### src/hw/beam_scan_params.svh
// timing constants and sizes of the beam scan sequencer
`ifndef BEAM_SCAN_PARAMS_SVH
`define BEAM_SCAN_PARAMS_SVH
`define CLOCK_HZ 10000000
`define BEAM_TIME_NS 30000
`define OVERHEAD_TIME_NS 400000
`define MIN_CYCLE_TIME_NS 1000000
`define BEAM_CYCLES ((`BEAM_TIME_NS * (`CLOCK_HZ / 1000000) + 999) / 1000)
`define OVERHEAD_CYCLES ((`OVERHEAD_TIME_NS * (`CLOCK_HZ / 1000000) + 999) / 1000)
`define MIN_CYCLE_CYCLES ((`MIN_CYCLE_TIME_NS * (`CLOCK_HZ / 1000000) + 999) / 1000)
`define SETTLE_CYCLES 10
`define BEAM_COUNT 192
`define POWER_WIDTH 12
`define RATE_FAST_BPS 230400
`define RATE_SLOW_BPS 38400
`define BIT_FAST_CYCLES (`CLOCK_HZ / `RATE_FAST_BPS)
`define BIT_SLOW_CYCLES (`CLOCK_HZ / `RATE_SLOW_BPS)
`endif

### src/hw/beam_scan_pkg.sv
// types of the beam scan sequencer
package beam_scan_pkg;
  typedef enum logic [1:0] {
    ST_IDLE = 2'b00,
    ST_BEAM = 2'b01,
    ST_SEND = 2'b10,
    ST_WAIT = 2'b11
  } scan_state_type;

  typedef struct packed {
    logic fire;
    logic listen;
  } element_drive_type;
endpackage

### src/hw/beam_scan_sequencer.sv
// beam scan sequencer: fires beams in turn, classifies them, ships results serially
`timescale 1ns/1ns
`include "beam_scan_params.svh"

// Behaviour
// RQ1 - beams are handled one at a time, never two together
// RQ2 - drive a beam's transmitter first, then enable only its paired receiver
// RQ3 - beam is free when measured power is above the switch-on threshold
// RQ4 - each beam takes 30 us from transmitter start to evaluation
// RQ5 - cycle lasts beams times 0.03 ms plus 0.4 ms overhead; code runs longer when the result frame outlasts 0.4 ms
// RQ6 - cycle is stretched to never last under 1 ms
// RQ7 - cycle evaluates all beams, then delivers results, before the next starts
// RQ8 - beam with power not above threshold is flagged interrupted
// RQ9 - result link runs at 230.4 kbit/s or 38.4 kbit/s
module beam_scan_sequencer #(
  parameter int BEAMS = `BEAM_COUNT,
  parameter int PWR_W = `POWER_WIDTH,
  parameter int MIN_CYCLES = `MIN_CYCLE_CYCLES,
  parameter int OVERHEAD_CYCLES = `OVERHEAD_CYCLES
) (
  input wire logic clock,
  input wire logic sys_rst,
  input wire logic clk_en,
  input wire logic scan_enable,
  input wire logic rate_slow,
  input wire logic [PWR_W-1:0] switch_threshold,
  input wire logic [PWR_W-1:0] rx_power,
  output beam_scan_pkg::element_drive_type elem_drive_r [BEAMS],
  output logic [BEAMS-1:0] beam_free_r,
  output logic result_valid_r,
  output logic link_tx_r,
  output logic link_busy_r,
  output logic scan_active_r
);
  import beam_scan_pkg::*;

  localparam int BEAM_CYC = `BEAM_CYCLES;
  localparam int SETTLE = `SETTLE_CYCLES;
  localparam int CNT_W = $clog2(BEAMS * BEAM_CYC + OVERHEAD_CYCLES + MIN_CYCLES + 1);
  localparam int IDX_W = $clog2(BEAMS + 1);
  localparam int BIT_FAST = `BIT_FAST_CYCLES;
  localparam int BIT_SLOW = `BIT_SLOW_CYCLES;
  localparam int BAUD_W = $clog2(BIT_SLOW + 1);
  localparam int FRAME_BITS = BEAMS + 2;
  localparam int BIT_W = $clog2(FRAME_BITS + 1);
  localparam int NOM_CYC = BEAMS * BEAM_CYC + OVERHEAD_CYCLES;
  localparam int CYC_LEN = (NOM_CYC > MIN_CYCLES) ? NOM_CYC : MIN_CYCLES;

  localparam int BCNT_W = $clog2(BEAM_CYC);

  // refuse sizes the counters cannot serve
  if (BEAMS < 1) begin : g_bad_beams
    $error("beam_scan_sequencer: BEAMS must be at least 1");
  end

  if (PWR_W < 1) begin : g_bad_power
    $error("beam_scan_sequencer: PWR_W must be at least 1");
  end

  if (SETTLE < 1 || SETTLE >= BEAM_CYC - 1) begin : g_bad_settle
    $error("beam_scan_sequencer: settle time must fit inside a beam slot");
  end

  if (OVERHEAD_CYCLES < 1 || MIN_CYCLES < 1) begin : g_bad_cycle
    $error("beam_scan_sequencer: cycle lengths must be positive");
  end

  if (BIT_FAST < 2 || BIT_SLOW < BIT_FAST) begin : g_bad_rate
    $error("beam_scan_sequencer: link bit times too short for this clock");
  end

  scan_state_type state_r, state_nxt;
  logic [CNT_W-1:0] cyc_cnt_r;
  logic [BCNT_W-1:0] beam_cnt_r;
  logic [IDX_W-1:0] idx_r;
  logic [BEAMS-1:0] work_r;
  logic [FRAME_BITS-1:0] shift_r;
  logic [BAUD_W-1:0] baud_r;
  logic [BIT_W-1:0] bits_r;

  // true when an index points at element pair g
  function automatic logic beam_selected(input logic [IDX_W-1:0] idx, input int unsigned g);
    beam_selected = idx == IDX_W'(g);
  endfunction

  // slot timing
  wire in_beam = state_r == ST_BEAM;
  wire in_send = state_r == ST_SEND;
  wire beam_done = beam_cnt_r == BCNT_W'(BEAM_CYC - 1); // RQ4
  wire listen_phase = beam_cnt_r >= BCNT_W'(SETTLE);
  wire listen_next = !beam_done && beam_cnt_r >= BCNT_W'(SETTLE - 1);
  wire last_beam = idx_r == IDX_W'(BEAMS - 1);
  wire scan_start = !in_beam && state_nxt == ST_BEAM;
  wire beam_phase_end = in_beam && state_nxt == ST_SEND;

  // next beam index, so a new transmitter fires on the first clock of its slot
  wire [IDX_W-1:0] idx_step = last_beam ? '0 : idx_r + 1'b1;
  wire [IDX_W-1:0] idx_held = in_beam ? idx_r : '0;
  wire [IDX_W-1:0] idx_nxt = (in_beam && beam_done) ? idx_step : idx_held; // RQ1

  // beam verdict merged into the collected states
  wire beam_is_free = rx_power > switch_threshold; // RQ3 RQ8
  wire beam_verdict = beam_is_free && listen_phase; // RQ3 RQ8
  wire [BEAMS-1:0] verdict_mask = BEAMS'(1) << idx_r;
  wire [BEAMS-1:0] verdict_bits = {BEAMS{beam_verdict}} & verdict_mask;
  wire [BEAMS-1:0] result_word = (work_r & ~verdict_mask) | verdict_bits;

  // link timing
  wire [BAUD_W-1:0] bit_len = rate_slow ? BAUD_W'(BIT_SLOW - 1) : BAUD_W'(BIT_FAST - 1); // RQ9
  wire baud_tick = baud_r == bit_len;
  wire last_bit = bits_r == BIT_W'(FRAME_BITS - 1);
  wire send_done = baud_tick && last_bit;
  wire cycle_over = cyc_cnt_r >= CNT_W'(CYC_LEN - 1); // RQ5 RQ6

  always_comb begin
    state_nxt = state_r;
    unique case (state_r)
      ST_IDLE: if (scan_enable) state_nxt = ST_BEAM;
      ST_BEAM: if (beam_done && last_beam) state_nxt = ST_SEND; // RQ7
      ST_SEND: if (send_done) state_nxt = ST_WAIT;
      ST_WAIT: if (cycle_over) state_nxt = scan_enable ? ST_BEAM : ST_IDLE; // RQ6
    endcase
  end

  // one element pair active at a time, transmitter before receiver
  genvar g;
  generate
    for (g = 0; g < BEAMS; g++) begin : g_elem
      always_ff @(posedge clock) begin
        if (sys_rst) begin
          elem_drive_r[g] <= '0;
        end else if (clk_en) begin
          elem_drive_r[g].fire <= state_nxt == ST_BEAM && beam_selected(idx_nxt, g); // RQ1 RQ2
          elem_drive_r[g].listen <= in_beam && beam_selected(idx_r, g) && listen_next; // RQ2
        end
      end
    end
  endgenerate

  always_ff @(posedge clock) begin
    if (sys_rst) begin
      state_r <= ST_IDLE;
      scan_active_r <= 1'b0;
      result_valid_r <= 1'b0;
    end else if (clk_en) begin
      state_r <= state_nxt;
      scan_active_r <= state_nxt != ST_IDLE;
      result_valid_r <= beam_phase_end; // RQ7
    end
  end

  // cycle length counter, saturates so an idle block never wraps it
  always_ff @(posedge clock) begin
    if (sys_rst) begin
      cyc_cnt_r <= '0;
    end else if (clk_en) begin
      cyc_cnt_r <= scan_start ? '0 : cyc_cnt_r + CNT_W'(!cycle_over); // RQ5 RQ6
    end
  end

  always_ff @(posedge clock) begin
    if (sys_rst) begin
      beam_cnt_r <= '0;
      idx_r <= '0;
    end else if (clk_en) begin
      beam_cnt_r <= (in_beam && !beam_done) ? beam_cnt_r + 1'b1 : '0; // RQ4
      idx_r <= idx_nxt; // RQ1
    end
  end

  always_ff @(posedge clock) begin
    if (sys_rst) begin
      work_r <= '0;
      beam_free_r <= '0;
    end else if (clk_en) begin
      if (in_beam && beam_done) work_r <= result_word; // RQ3 RQ8
      if (beam_phase_end) beam_free_r <= result_word; // RQ7
    end
  end

  // result frame: start bit, beam states (beam 0 first), stop bit
  always_ff @(posedge clock) begin
    if (sys_rst) begin
      shift_r <= '1;
      bits_r <= '0;
    end else if (clk_en) begin
      if (beam_phase_end) begin
        shift_r <= {1'b1, result_word, 1'b0}; // RQ7
        bits_r <= '0;
      end else if (in_send && baud_tick) begin
        shift_r <= {1'b1, shift_r[FRAME_BITS-1:1]};
        bits_r <= bits_r + 1'b1;
      end
    end
  end

  always_ff @(posedge clock) begin
    if (sys_rst) begin
      baud_r <= '0;
    end else if (clk_en) begin
      baud_r <= (in_send && !baud_tick) ? baud_r + 1'b1 : '0; // RQ9
    end
  end

  // line idles high outside a frame
  always_ff @(posedge clock) begin
    if (sys_rst) begin
      link_tx_r <= 1'b1;
      link_busy_r <= 1'b0;
    end else if (clk_en) begin
      link_tx_r <= in_send ? shift_r[0] : 1'b1; // RQ7
      if (beam_phase_end) begin
        link_busy_r <= 1'b1;
      end else if (in_send && send_done) begin
        link_busy_r <= 1'b0;
      end
    end
  end
endmodule // beam_scan_sequencer

### config.mk
export PLATFORM = sky130hd
export DESIGN_NAME = beam_scan_sequencer
export DESIGN_NICKNAME = d
export VERILOG_FILES = /design/src/hw/beam_scan_pkg.sv /design/src/hw/beam_scan_sequencer.sv
export VERILOG_INCLUDE_DIRS = /design/src /design/src/hw
export SDC_FILE = /design/constraint.sdc
export NUM_CORES = 2
export LEC_CHECK = 0
export ABC_AREA = 1
export BUFFER_PORTS_ARGS = -buffer_cell sky130_fd_sc_hd__buf_2
export CAP_MARGIN = 20
export CORE_UTILIZATION = 50
export DETAILED_ROUTE_END_ITERATION = 8
export PLACE_DENSITY_LB_ADDON = 0.2
export SLEW_MARGIN = 20
export SYNTH_ARGS = -nofsm -noshare
export SYNTH_HDL_FRONTEND = slang
export SYNTH_SLANG_ARGS = --single-unit
export TNS_END_PERCENT = 10
### constraint.sdc
create_clock -name clock -period 2.35 [get_ports clock]
set_input_delay 0.47 -clock clock [delete_from_list [all_inputs] [get_ports clock]]
set_output_delay 0.47 -clock clock [all_outputs]
set_load 0.05 [all_outputs]
# [Word-level counts from Yosys, hierarchy flattened]
# Index checks and enable logic that the tools add are counted.
[word_totals] regBits=1019 output_inout_bits=580 wordCells=1422
[classes] shift=1 magnitude_cmp=4 n_reduce_logical=601 eq_ne=390 muxes=20 n_bitwise=4 add_sub_neg=5
[ops] operator="$eq 8x8->1 const B" count=129
[ops] operator="$eq 8x7->1 const B" count=128
[ops] operator="$logic_and 1x1->1" count=587
[ops] operator="$eq 8x6->1 const B" count=64
[ops] operator="$mux 194" count=2
[ops] operator="$and 192x192->192" count=2
[ops] operator="$eq 8x5->1 const B" count=32
[ops] operator="$not 192->192" count=1
[ops] operator="$or 192x192->192" count=1
[ops] operator="$shl 1x8->192 const A" count=1
[ops] operator="$eq 8x4->1 const B" count=16
[ops] operator="$eq 8x3->1 const B" count=8
[ops] operator="$mux 8" count=5
[ops] operator="$eq 8x2->1 const B" count=4
[ops] operator="$mux 9" count=3
[ops] operator="$add 9x1->9 const B" count=2
[ops] operator="$ge 9x4->1 const B" count=2
[ops] operator="$add 17x1->17" count=1
[ops] operator="$ge 17x16->1 const B" count=1
[ops] operator="$mux 17" count=1
[ops] operator="$add 8x1->8 const B" count=2
[ops] operator="$eq 8x1->1 const B" count=2
[ops] operator="$logic_not 8->1" count=2
[ops] operator="$gt 12x12->1" count=1
[ops] operator="11 further kinds" count=28

# [Longest topological paths before layout]
[depth] ltp_word=9 ltp_mapped=19 ltp_nobuf=19

# [Least setup slack after synthesis]
# No wires, ideal clock.
[synth_timing] path_type="input port to flip-flop" start="input switch_threshold[11]" end="register beam_free_r[183]" slack_ns=0.242 required_time_ns=2.272 t_arrival_ns=2.030 path_buffers=2 path_stages=14 cell_sequence="inv_1 ha_1 nand2_1 nor3_1 nand2_1 nand3_1 nand2_1 inv_2 buf_2 buf_2 nand2_1 nand2_1 nor2_1 nor3_1"
[synth_between] elab_chain_cells=4
[synth_rtl] element="start, declared" line_no="beam_scan_sequencer.sv:26" source="input wire logic [PWR_W-1:0] switch_threshold,"
[synth_rtl] element="$gt 12x12->1" line_no="beam_scan_sequencer.sv:102" source="wire beam_is_free = rx_power > switch_threshold;"
[synth_rtl] element="$logic_and 1x1->1" line_no="beam_scan_sequencer.sv:103" source="wire beam_verdict = beam_is_free && listen_phase;"
[synth_rtl] element="$and 192x192->192" line_no="beam_scan_sequencer.sv:105" source="wire [BEAMS-1:0] verdict_bits = {BEAMS{beam_verdict}} & verdict_mask;"
[synth_rtl] element="$or 192x192->192" line_no="beam_scan_sequencer.sv:106" source="wire [BEAMS-1:0] result_word = (work_r & ~verdict_mask) | verdict_bits;"
[synth_rtl] element="end signal, assigned" line_no="beam_scan_sequencer.sv:177" source="if (beam_phase_end) beam_free_r <= result_word;"
[synth_rtl] element="end, declared" line_no="beam_scan_sequencer.sv:29" source="output logic [BEAMS-1:0] beam_free_r,"
# Every way passes these cells.
# A chain may end at the register's enable or synchronous reset.

# [Final worst setup path]
[layout_timing] start="register beam_cnt_r[1]" end="register work_r[112]"
[layout_between] elab_chain_cells=4 elab_cells_between_ends=7 cone_classes="order compare (1); eq/ne (1); bitwise (2); reduce/logical (3)"
[layout_rtl] element="start, declared" line_no="beam_scan_sequencer.sv:74" source="logic [BCNT_W-1:0] beam_cnt_r;"
[layout_rtl] element="start signal, assigned" line_no="beam_scan_sequencer.sv:166" source="beam_cnt_r <= (in_beam && !beam_done) ? beam_cnt_r + 1'b1 : '0;"
[layout_rtl] element="$ge 9x4->1" line_no="beam_scan_sequencer.sv:90" source="wire listen_phase = beam_cnt_r >= BCNT_W'(SETTLE);"
[layout_rtl] element="$logic_and 1x1->1" line_no="beam_scan_sequencer.sv:103"
[layout_rtl] element="$and 192x192->192" line_no="beam_scan_sequencer.sv:105"
[layout_rtl] element="$or 192x192->192" line_no="beam_scan_sequencer.sv:106"
[layout_rtl] element="end signal, assigned" line_no="beam_scan_sequencer.sv:176" source="if (in_beam && beam_done) work_r <= result_word;"
[layout_rtl] element="end, declared" line_no="beam_scan_sequencer.sv:76" source="logic [BEAMS-1:0] work_r;"
# Several ways; a longest one is shown, not always the timed one.

==> results_dict.tcl <==
set metrics [dict create \
    grt_setup_unrepaired "yes" \
    yosysUniqueCellTypes 44 \
    slew_viol_final 0 \
    cts_made_buffers 105 \
    num-fill-cells 8046 \
    die_h_microns 298 \
    worstMarginPinSlew_ps 1080 \
    row_count 108 \
    clock_latency_ps 700 \
    cts_root_buf "clkbuf_16" \
    ctsHoldBuffers 0 \
    grt_pass1_vias 39426 \
    reg2reg_slack_ps 80 \
    vias 44294 \
    timing.rr.start "beam_cnt_r[1]$_SDFFE_PP0P_" \
    rr_worst_depth 13 \
    crit_family "buffers and inverters" \
    grt_max_degree 190 \
    drv_cap 0 \
    cts.sinks 1018 \
    cts_max_path_buffers 3 \
    wl_per_cell_microns 20.3 \
    reg2reg_to "work_r[112]$_SDFFE_PP0P_" \
    drc_errors 0 \
    yosysTopAreaCellShare 0.464 \
    dieArea_sq_um 89000 \
    ys_warn_count 0 \
    max_slew_margin 0.277 \
    cp-startpoint "beam_cnt_r[1]$_SDFFE_PP0P_" \
    fmax_mhz 440 \
    required_ps 2930 \
    critPathLaunchType "register" \
    crit_path_max_fanout 24 \
    synth_largest_area_cell "dfxtp_1" \
    drt_iter0_markers 5085 \
    antenna_found_initial 5 \
    routed_via_density 5.58 \
    syn_nets 6203 \
    end_kind "register" \
    drive_gt1_frac 0.204 \
    start_util 0.505 \
    slowest_stage "dfxtp_2" \
    status "completed" \
    pwr-share-seq 0.487 \
    die_w_microns 298 \
    internal-power_mw 27.2 \
    postRouteWirelength_microns 161000 \
    layout_commonest_cell "nand2_1" \
    path_common_cell "nand2_1" \
    placed_cells 7730 \
    path_class "register to register" \
    postLayoutCellArea_sq_um 53600 \
    ios 609 \
    final_cell_mix "1,632 x nand2_1, 1,005 x dfxtp_1, 607 x buf_2" \
    netlist_instances 6148 \
    clkTransAtPathRegs_ps 60 \
    core-area_sq_um 86900 \
    syn_avg_cell_area_sq_um 7.14 \
    p_per_area_nw_per_um2 662 \
    peakVddDrop_v 0.000565 \
    synth-seq-area-share 0.464 \
    overflow 0 \
    final_antenna_net_count 0 \
    fin_cells 7944 \
    place_area_sq_um 49600 \
    dp_hpwl_microns 105000 \
    critical_path.max_stage_delay_ps 340 \
    fin_crit_sh 0.968 \
    cp.depth 13 \
    crit_chain "buf_4 > o21ai_0 > nand3_2 > nand2_1 > inv_1 > nand2_4 > inv_6 > buf_16 > buf_12 > nand2_1 > nand2_1 > o21bai_1 > inv_1" \
    cts_tree "yes" \
    hold_violations 0 \
    crit_end "work_r[112]$_SDFFE_PP0P_" \
    power.leakage_nw 24.0 \
    htreeDepth 3 \
    hold_class "input port to register" \
    syn_area_sq_um 43900 \
    dr.pass1.iters 6 \
    synth_top_cells_by_area "dfxtp_1 46%, nand2_1 14%, nand3_1 6.9%, nor2_1 5.2%, a21oi_1 4.7%" \
    ys_ff_latch 1018 \
    numPortBuffers 608 \
    switching_power_mw 8.27 \
    path_buf_inv 6 \
    grt_usage 0.346 \
    clkPwrFrac 0.481 \
    p_sw_frac 0.233 \
    fin_crit_ps 2270 \
    place_congestion 0.905 \
    skew_ps 17.1 \
    fin_nets 6753 \
    synthToLayoutAreaGrowth_pct 22.0 \
    grt_pass1_wl_microns 241000 \
    finalSetupViolations 0 \
    combPwrFrac 0.032 \
    critPathArrivalTime_ps 2860 \
]
-- per-stage QoR --
stage	hold slack [ps]	util	setup TNS [ps]	power (mW)	worst slack [ps]
6_report	139	0.616	0	35.5	75.7
5_1_grt	135	0.616	-239	36.4	-65.4
4_1_cts	103	0.612	0	35.6	2.25
3_5_place_dp	445	0.571	-126220	18.8	-441
3_3_place_gp	433	0.571	-127480	18.8	-410
2_1_floorplan	422	-	0	18.3	242
-- power by group through the flow --
stage | sequential [mW] | clock [mW] | combinational [mW]
floorplan | 17.7 | 0 | 0.616
global placement | 17.7 | 0 | 1.10
detailed placement | 17.7 | 0 | 1.10
CTS | 17.3 | 17.2 | 1.11
global route | 17.3 | 17.9 | 1.20
finish | 17.3 | 17.0 | 1.14
-- what timing repair did --
action | in CTS | in global routing
buffers inserted | 1 | 8
gates resized for setup | 8 | 60
cloned | 2 | 5
pin swaps | 2 | 11
endpoints found under the setup margin | 144 | 584
-- flip-flops by register name, indices dropped and copies added (netlist names) --
register,cells
elem_drive_r,384
shift_r,193
beam_free_r,192
work_r,192
cyc_cnt_r,17
baud_r,9
beam_cnt_r,9
bits_r,8
idx_r,8
state_r,2
link_busy_r,1
link_tx_r,1
result_valid_r,1
scan_active_r,1
-- worst min-delay path by stage --
| stage | from | to | cells after the start |
|---|---|---|---|
| 5_1_grt | sys_rst | elem_drive_r[96]$_SDFFE_PP0P_ | 2 |
| 3_3_place_gp | shift_r[0]$_SDFFE_PP1P_ | shift_r[0]$_SDFFE_PP1P_ | 2 |
| 2_1_floorplan | bits_r[7]$_SDFFE_PP0P_ | bits_r[7]$_SDFFE_PP0P_ | 1 |
| 6_report | sys_rst | elem_drive_r[96]$_SDFFE_PP0P_ | 2 |
| 3_5_place_dp | beam_free_r[32]$_SDFFE_PP0P_ | beam_free_r[32]$_SDFFE_PP0P_ | 2 |
| 4_1_cts | sys_rst | elem_drive_r[28]$_SDFFE_PP0P_ | 2 |
-- worst reg2reg max path: stages (launching register included) --
cell and delay, ps:
dfxtp_2 340, buf_4 140, o21ai_0 290, nand3_2 190
nand2_1 100, inv_1 70, nand2_4 150, inv_6 100
buf_16 200, buf_12 180, nand2_1 100, nand2_1 100
o21bai_1 160, inv_1 50
-- kinds of logic (layout without fill, tap and decap cells) --
family	count (synthesis)	count (layout)	share of synthesized area
compound gates	998	998	0.126
xor+xnor	22	22	0.00439
fa+ha+maj	26	26	0.00741
buf+inv	806	1445	0.0763
flops	1018	1018	0.464
other cells	0	2	0
simple gates	3278	3278	0.322
-- layout make-up --
class | instances | area (sq um) | share of cell area
clock inverters | 51 | 547 | 0.0102
inverters | 353 | 1380 | 0.0257
well taps | 1155 | 1450 | 0.0270
clock buffers | 145 | 2970 | 0.0554
flip-flops and latches | 1018 | 20400 | 0.381
repair inverters | 1 | 6.26 | 0.000117
multi-input cells | 4324 | 20300 | 0.379
diodes | 2 | 5.00 | 0.0000934
repair buffers | 895 | 6500 | 0.121
-- metal layers --
metal,GRT usage,up-vias,part of all wire
met5,0,-,0.000043
li1,-,20954,-
met3,0.0702,281,0.10
met4,0.146,2,0.040
met1,0.474,20747,0.42
met2,0.527,2310,0.44
-- synth_stat cells, drive strengths merged --
cell	n
nand2	1648
xnor2	1
a21o	13
nand3b	4
dfxtp	1018
o211ai	38
nor3	169
o21a	1
or2	178
nor2	639
ha	26
nor4	2
a31oi	1
xor2	21
nand3	607
o32ai	1
inv	349
buf	186
clkinv	4
and3	1
a21oi	414
o221ai	1
o21ai	381
a22oi	1
a211oi	3
a221oi	1
nand4	26
clkbuf	267
nor3b	4
o21bai	143
No activity file was read; power rests on OpenSTA's default activity.
